===== src/inc/irpr_cfg.svh =====
// Constants for the register pair read block of the I/O expander.
// Overview of operation
// - After repeated START with R/W 1, device returns the selected register.
// - Each further byte read comes from the other register of the pair.
// - After a later restart the pointer holds the partner of the last read.
// - Port data is captured into the read register at the ACK clock rise.
// - Each pin has its own two-bit drive setting selecting one of three levels; 01b and 10b both give two fingers.
// - Drive setting 10b enables only two driver fingers, half drive.
// - Synchronous reset, while high, puts all registers and the bus state machine at defaults.
// - Reading a port clears its pending interrupt at the ACK/NACK rising SCL.
`ifndef IRPR_CFG_SVH
`define IRPR_CFG_SVH
`define IRPR_DEV_ADDR 7'h20
`define IRPR_PTR_RESET 8'h00
`define IRPR_REG_IN0 8'h00
`define IRPR_REG_IN1 8'h01
`define IRPR_REG_DRV_BASE 8'h40
`define IRPR_FINGERS 4
`define IRPR_DRV_RESET 32'hFFFFFFFF
`endif


===== src/inc/irpr_pkg.sv =====
// Types shared by the register pair read block.
package irpr_pkg;
    typedef enum logic [2:0] {
        ST_IDLE,
        ST_ADDR,
        ST_CMD,
        ST_WDATA,
        ST_RDATA,
        ST_RACK
    } irpr_state_t;
    typedef struct packed {
        logic in;
        logic out;
        logic oe;
    } irpr_pin_t;
endpackage


===== src/verilog/irpr_drive.sv =====
// Per-pin drive strength decoder that turns a two-bit setting into finger enables.
`timescale 1ns/100ps
`default_nettype none
`include "irpr_cfg.svh"
module irpr_drive #(
    parameter int PINS = 16
) (
    input wire logic ref_clk, // System clock.
    input wire logic reset, // Synchronous reset, active high.
    input wire logic [2*PINS-1:0] drive_setting, // Two bits per pin.
    output logic [`IRPR_FINGERS*PINS-1:0] finger_en // Registered finger enables.
);
    // Setting counts enabled fingers: 00 one, 01 two... except 10 gives two, 11 all four.
    function automatic logic [3:0] fingers(input logic [1:0] s);
        case (s)
            2'h0: fingers = 4'h1;
            2'h1: fingers = 4'h3;
            2'h2: fingers = 4'h3;
            default: fingers = 4'hF;
        endcase
    endfunction
    // Each pin decodes independently so settings never interact.
    genvar g;
    generate
        for (g = 0; g < PINS; g++) begin : g_pin
            wire [3:0] dec_next = fingers(drive_setting[2*g+1:2*g]);
            always_ff @(posedge ref_clk) begin
                if (reset) begin
                    finger_en[4*g+3:4*g] <= 4'hF;
                end else begin
                    finger_en[4*g+3:4*g] <= dec_next;
                end
            end

        end
    endgenerate
endmodule
`default_nettype wire


===== src/verilog/irpr_top.sv =====
// I2C slave read path with register pair alternation and drive strength outputs.
`timescale 1ns/100ps
`default_nettype none
`include "irpr_cfg.svh"
module irpr_top #(
    parameter int PINS = 16
) (
    input wire logic ref_clk, // System clock, 100 MHz.
    input wire logic reset, // Synchronous reset, active high.
    input wire logic scl_in, // SCL pin level.
    input wire logic sda_in, // SDA pin level.
    output logic sda_oe, // High while pulling SDA low.
    input wire logic [PINS-1:0] port_in, // Port pin levels.
    input wire logic [2*PINS-1:0] drive_setting, // Drive strength per pin.
    input wire logic [PINS-1:0] int_pending, // Pending port change flags.
    output logic [PINS-1:0] int_clear, // One-cycle clear of pending flags.
    output logic [`IRPR_FINGERS*PINS-1:0] finger_en, // Driver finger enables.
    output logic [7:0] pointer // Current register pointer.
);
    // Two-stage synchronisers for the bus pins.
    logic scl_s1_reg, scl_s2_reg, scl_d_reg, sda_s1_reg, sda_s2_reg, sda_d_reg;
    always_ff @(posedge ref_clk) begin
        if (reset) begin
            {scl_s1_reg, scl_s2_reg, scl_d_reg} <= 3'h7;
            {sda_s1_reg, sda_s2_reg, sda_d_reg} <= 3'h7;
        end else begin
            {scl_s1_reg, scl_s2_reg, scl_d_reg} <= {scl_in, scl_s1_reg, scl_s2_reg};
            {sda_s1_reg, sda_s2_reg, sda_d_reg} <= {sda_in, sda_s1_reg, sda_s2_reg};
        end
    end
    // Bus events decoded from the synchronised levels.
    wire scl_rise = scl_s2_reg & ~scl_d_reg;
    wire scl_fall = ~scl_s2_reg & scl_d_reg;
    wire start_det = scl_s2_reg & scl_d_reg & ~sda_s2_reg & sda_d_reg;
    wire stop_det = scl_s2_reg & scl_d_reg & sda_s2_reg & ~sda_d_reg;

    irpr_pkg::irpr_state_t state_reg, state_next;
    logic [7:0] shift_reg, shift_next, ptr_reg, ptr_next;
    logic [3:0] bit_reg, bit_next;
    logic rw_reg, rw_next, sda_oe_reg, sda_oe_next, cap_reg, cap_next;
    logic [PINS-1:0] clr_reg, clr_next;
    logic [7:0] port_half;

    // Partner of a pair differs only in the lowest pointer bit.
    function automatic logic [7:0] partner(input logic [7:0] p);
        partner = {p[7:1], ~p[0]};
    endfunction

    // Port data for the register selected; port 1 is the upper half of the pins.
    assign port_half = ptr_reg[0] ? port_in[PINS-1:8] : port_in[7:0];
    // Clear mask for the half just read; only flags that are really pending get a pulse.
    wire [PINS-1:0] read_half_mask = ptr_reg[0] ? {{(PINS-8){1'b1}}, 8'h00} : {{(PINS-8){1'b0}}, 8'hFF};
    wire ack_phase = (bit_reg == 4'h8);

    // Main bus state machine; events are checked in priority order start, stop, clock.
    always_comb begin
        state_next = state_reg;
        shift_next = shift_reg;
        ptr_next = ptr_reg;
        bit_next = bit_reg;
        rw_next = rw_reg;
        sda_oe_next = sda_oe_reg;
        cap_next = 1'b0;
        clr_next = '0;
        if (start_det) begin
            state_next = irpr_pkg::ST_ADDR;
            // The SCL fall that closes the START is no data bit, so it wraps the counter to zero.
            bit_next = 4'hF;
            sda_oe_next = 1'b0;
        end else if (stop_det) begin
            state_next = irpr_pkg::ST_IDLE;
            sda_oe_next = 1'b0;
        end else begin
            case (state_reg)
                irpr_pkg::ST_ADDR, irpr_pkg::ST_CMD, irpr_pkg::ST_WDATA: begin
                    if (scl_rise && !ack_phase) begin
                        shift_next = {shift_reg[6:0], sda_s2_reg};
                    end
                    // A read opens with a capture at the address ACK rise, so its first byte is register data.
                    if (scl_rise && ack_phase && state_reg == irpr_pkg::ST_ADDR && rw_reg) begin
                        cap_next = 1'b1;
                    end
                    if (scl_fall) begin
                        bit_next = bit_reg + 4'h1;
                        if (bit_reg == 4'h7) begin
                            if (state_reg == irpr_pkg::ST_ADDR) begin
                                sda_oe_next = (shift_reg[7:1] == `IRPR_DEV_ADDR);
                                rw_next = shift_reg[0];
                                if (shift_reg[7:1] != `IRPR_DEV_ADDR) begin
                                    state_next = irpr_pkg::ST_IDLE;
                                end
                            end else begin
                                sda_oe_next = 1'b1;
                                if (state_reg == irpr_pkg::ST_CMD) begin
                                    ptr_next = shift_reg;
                                end
                            end
                        end else if (ack_phase) begin
                            bit_next = 4'h0;
                            sda_oe_next = 1'b0;
                            if (state_reg == irpr_pkg::ST_ADDR && rw_reg) begin
                                state_next = irpr_pkg::ST_RDATA;
                                bit_next = 4'h0;
                                sda_oe_next = ~shift_reg[7];
                                shift_next = {shift_reg[6:0], 1'b1};
                            end else if (state_reg == irpr_pkg::ST_ADDR) begin
                                state_next = irpr_pkg::ST_CMD;
                            end else begin
                                state_next = irpr_pkg::ST_WDATA;
                            end
                        end
                    end
                end
                irpr_pkg::ST_RDATA: begin
                    if (scl_fall) begin
                        bit_next = bit_reg + 4'h1;
                        if (bit_reg == 4'h7) begin
                            sda_oe_next = 1'b0;
                            state_next = irpr_pkg::ST_RACK;
                        end else begin
                            sda_oe_next = ~shift_reg[7];
                            shift_next = {shift_reg[6:0], 1'b1};
                        end
                    end
                end
                irpr_pkg::ST_RACK: begin
                    if (scl_rise) begin
                        cap_next = 1'b1;
                        ptr_next = partner(ptr_reg);
                        if (ptr_reg == `IRPR_REG_IN0 || ptr_reg == `IRPR_REG_IN1) begin
                            clr_next = read_half_mask & int_pending;
                        end
                        if (sda_s2_reg) begin
                            state_next = irpr_pkg::ST_IDLE;
                        end
                    end
                    if (scl_fall && state_reg == irpr_pkg::ST_RACK) begin
                        state_next = irpr_pkg::ST_RDATA;
                        bit_next = 4'h0;
                        sda_oe_next = ~shift_reg[7];
                        shift_next = {shift_reg[6:0], 1'b1};
                    end
                end
                default: begin
                    state_next = irpr_pkg::ST_IDLE;
                end
            endcase
        end
        // The captured byte replaces the shifter so the next byte carries fresh port data.
        if (cap_reg) begin
            shift_next = port_half;
        end
    end

    // All bus state returns to defaults on reset.
    always_ff @(posedge ref_clk) begin
        if (reset) begin
            state_reg <= irpr_pkg::ST_IDLE;
            shift_reg <= 8'h00;
            ptr_reg <= `IRPR_PTR_RESET;
            bit_reg <= 4'h0;
            rw_reg <= 1'b0;
            sda_oe_reg <= 1'b0;
            cap_reg <= 1'b0;
            clr_reg <= '0;
        end else begin
            state_reg <= state_next;
            shift_reg <= shift_next;
            ptr_reg <= ptr_next;
            bit_reg <= bit_next;
            rw_reg <= rw_next;
            sda_oe_reg <= sda_oe_next;
            cap_reg <= cap_next;
            clr_reg <= clr_next;
        end
    end

    // The first data byte is loaded at the address ACK rise, before the read phase begins.
    assign sda_oe = sda_oe_reg;
    assign int_clear = clr_reg;
    assign pointer = ptr_reg;

    irpr_drive #(.PINS(PINS)) u_drive (
        .ref_clk(ref_clk),
        .reset(reset),
        .drive_setting(drive_setting),
        .finger_en(finger_en)
    );
endmodule
`default_nettype wire

===== config.mk =====
export PLATFORM = sky130hd
export DESIGN_NAME = irpr_top
export DESIGN_NICKNAME = d
export VERILOG_FILES = /design/src/inc/irpr_pkg.sv /design/src/verilog/irpr_drive.sv /design/src/verilog/irpr_top.sv
export VERILOG_INCLUDE_DIRS = /design/src /design/src/inc
export SDC_FILE = /design/constraint.sdc
export NUM_CORES = 1
export LEC_CHECK = 0
export BUFFER_PORTS_ARGS = -buffer_cell sky130_fd_sc_hd__buf_2
export CAP_MARGIN = 5
export CORE_ASPECT_RATIO = 1.5
export CORE_MARGIN = 2
export CORE_UTILIZATION = 39
export CTS_CLUSTER_SIZE = 14
export DETAILED_ROUTE_END_ITERATION = 12
export PLACE_DENSITY = 0.72
export SLEW_MARGIN = 20
export SYNTH_ARGS = -nofsm -noshare
export SYNTH_HDL_FRONTEND = slang
export SYNTH_SLANG_ARGS = --single-unit

===== constraint.sdc =====
create_clock -name ref_clk -period 2.19 [get_ports ref_clk]
set_input_delay 0 -clock ref_clk [delete_from_list [all_inputs] [get_ports ref_clk]]
set_output_delay 0 -clock ref_clk [all_outputs]
set_load 0.02 [all_outputs]

==> flow_summary.ini <==
[status]
outcome = finished, final reports clean

[clocking]
insertion_delay_ns = 0.33
post_cts_setup_repair_bufs = 0
cts.path.max_buffers = 2
h-tree-depth = 3
worst_setup_hold_path_clk_slew_ns = 0.06
tritoncts.num_buffers = 9
cts.root.buffer_cell = clkbuf_16
numClockSinks = 80
cts_tree = done

[floorplan]
fp.coreArea_um2 = 8720
floorplan.die.height_um = 119
die_area_um2 = 9600
chip_width_um = 80.7
top_level_ports = 157
effective_utilization_at_floorplan_pct = 39.4
core.rowCount = 42

[critical_path]
worstSetupEndpointType = register
cp.buffers_inverters = 0
cp_slowest_cell = or4_4
crit_path_max_fanout = 8
worst_r2r_path_depth = 7
cp_data_arrival_time_ns = 2.30
cp_num_cells = 7
crit_required_ns = 2.46
series_of_cell_instances_along_the_critical_path = ha_2, nand3b_4, a21oi_2, o31ai_2, or4_4, or3_1, a21boi_1
crit_path_start_kind = register
setup.worst_path.class = reg2reg
slowest_delay_ns = 0.57
timing.critical_path.max_delay_family = simple AND/OR/NAND/NOR gates

[drt]
viasPerCell = 4.79
drt-initial-drc-count = 113
drt_drc_violations_left = 0
drt_pass1_iterations = 4
drt-total-wl_um = 9410
drtAntennaViolNets = 0
routedWlPerCell_um = 14.1
via_count = 3195

[power_and_ir_drop]
vdd_drop_max_mv = 0.473
leakagePower_nw = 2.31
power.density_cell_area_nw_per_um2 = 702

[timing]
tightest_slew_ns = 0.657
skew_ns = 0.00439
post-route-worst-setup-slack_ns = 0.153
finalCritPeriodShare_pct = 93.0
max-slew-margin-rel_pct = 56.2
grt_setup_unrepaired = false
finalSetupViolCount = 0
final_hold_viol_count = 0
fmaxAchievable_mhz = 491
post-route-min-period_ns = 2.04
setup_tns_ns = 0
timing_max_transition_violations_final = 0

[cells_and_area]
finish.cell_count_without_fillers = 667
diode_insertion_count_for_antenna_repair = 0
regArea_um2 = 1600
layout.cell_area.non_filler_um2 = 5020
share_of_post_route_cells_with_drive_strength_above_1_pct = 35.2
fillerInstances = 770
syn2layout_area_growth_pct = 46.0
top_register = u_drive.finger_en
final_net_count = 622
largest_reg_flops = 32
multi_input_comb_area_um2 = 1500

[grt]
antenna_found_initial = 0
grt_overflow_total = 0
grt_start_max_net_pins = 31
grt_pass1_wl_um = 14500
grt_pass1_vias = 3134
all_layer_gr_usage_pct = 19.6

[hold_path]
worst_hold_path.num_cells = 3
hold_class = in2reg

[place]
dpl.cell_count = 585
placed_cell_area_um2 = 4040
routabilityCongestion = 0.875
dp_hpwl_um = 6120
place.port_buffers = 140
pre_cts_ws_ns = 0.0962

[run]
maxCapViolCount = 0

[logic_synthesis]
yosysSeqAreaShare_pct = 46.6
ys_ff_latch = 80
syn-mean-instance-area_um2 = 9.50
synth_area_um2 = 3440
async_reset_ff_share_pct = 0
synth_warnings = 0
syn_inst = 362
unique_cell_type_count_in_the_yosys_netlist = 58
synth-edff-count = 0
synth_ff_type = dfxtp_1
==> layer usage <==
metal / share of wire (%) / track usage [%] / vias to the layer above / routed length [µm]
met4: 2.8 / 10.3 / 0 / 260
met2: 55 / 37.5 / 111 / 5150
met5: 0 / 0 / - / 0
li1: - / - / 1590 / -
met1: 37 / 19.1 / 1472 / 3460
met3: 5.7 / 3.56 / 22 / 536
==> cell usage in the layout (no fill, tap or decap), drive strengths merged, types with 3 or more instances in the layout <==
cell type / n
a211oi: 9
a21boi: 3
a21o: 17
a21oi: 23
a31oi: 3
and2: 18
buf: 151
clkbuf: 10
conb: 16
dfxtp: 80
dlygate4sd3: 66
inv: 9
mux2i: 11
nand2: 22
nand2b: 3
nand3: 15
nand3b: 5
nor2: 18
nor3: 6
nor4: 3
o21ai: 6
or2: 10
or3: 19
==> worst reg2reg max path, delay by kind of cell (launching register included) <==
kind | cells | cell delay, ns
and+or+nand+nor | 3 | 1.02
AOI/OAI and AO/OA | 3 | 0.37
DFF | 1 | 0.36
adders and majority gates | 1 | 0.22
==> Yosys cell counts (2+ instances only) <==
cell type   n  area share, %
a211oi_1    8            1.7
a21boi_0    2           0.44
a21o_1     17            3.7
a21oi_1    22            3.2
a221oi_1    2           0.51
a31oi_1     3           0.55
and2_1     17            3.1
buf_2       3           0.44
buf_4      32            7.0
buf_6       3           0.98
clkbuf_1   10            1.1
clkbuf_8    3            1.2
dfxtp_1    80             47
ha_1        2           0.73
inv_1       6           0.65
mux2i_1    11            3.2
nand2_1    22            2.4
nand2b_1    2           0.36
nand3_1    15            2.2
nand3b_1    4           0.87
nand4b_1    2           0.51
nor2_1     17            1.9
nor3_1      6           0.87
nor4_1      3           0.55
nor4b_1     2           0.51
o211a_1     2           0.58
o21a_1      2           0.44
o21ai_0     6           0.87
o22ai_1     2           0.36
or2_2      10            1.8
or3_1      19            3.5
==> where the power goes <==
group	internal (mW)	switching, mW
logic	0.219	0.229
clock network	0.931	0.614
registers	1.50	0.0296
==> layout make-up <==
type | count | area share [%]
sequential | 80 | 31.9
multi-input combinational | 238 | 29.9
timing repair buffer | 217 | 28.8
inverter | 6 | 0.449
clock inverter | 6 | 1.50
tap | 110 | 2.74
clock buffer | 10 | 4.76
==> kinds of logic (layout without fill, tap and decap cells) <==
kind of cell	Yosys count	count (layout)	share of synthesized area [%]
buffers and inverters	59	239	11.6
multiplexers	12	12	3.53
AO/OA/AOI/OAI	76	76	15.3
flip-flops	80	80	46.6
XOR/XNOR	1	1	0.255
AND/OR/NAND/NOR	131	131	21.9
adder cells (fa/ha/maj)	2	2	0.727
other	1	16	0.109
==> stage by stage <==
| stage | hold slack (ns) | util (%) | power, mW |
|---|---|---|---|
| finish | 0.0412 | 57.6 | 3.52 |
| global route | 0.0737 | 57.6 | 3.65 |
| floorplan | 0.102 | - | 1.82 |
| CTS | 0.0430 | 57.5 | 3.55 |
| global placement | 0.183 | 46.3 | 1.90 |
| detailed placement | 0.185 | 46.3 | 1.91 |
==> worst paths after layout <==
check / startpoint / slack, ns / end
max: bit_reg[0] / 0.15 / state_reg[2]
min: port_in[3] / 0.04 / shift_reg[3]
min reg2reg: sda_s1_reg / 0.41 / sda_s2_reg
max reg2reg: bit_reg[0] / 0.15 / state_reg[2]
==> what timing repair did <==
item,CTS,global route
endpoints found under the setup margin,0,4
resized for setup,0,4
hold endpoints to repair,50,0
hold buffers,66,0
No activity file was read; power rests on OpenSTA's default activity.
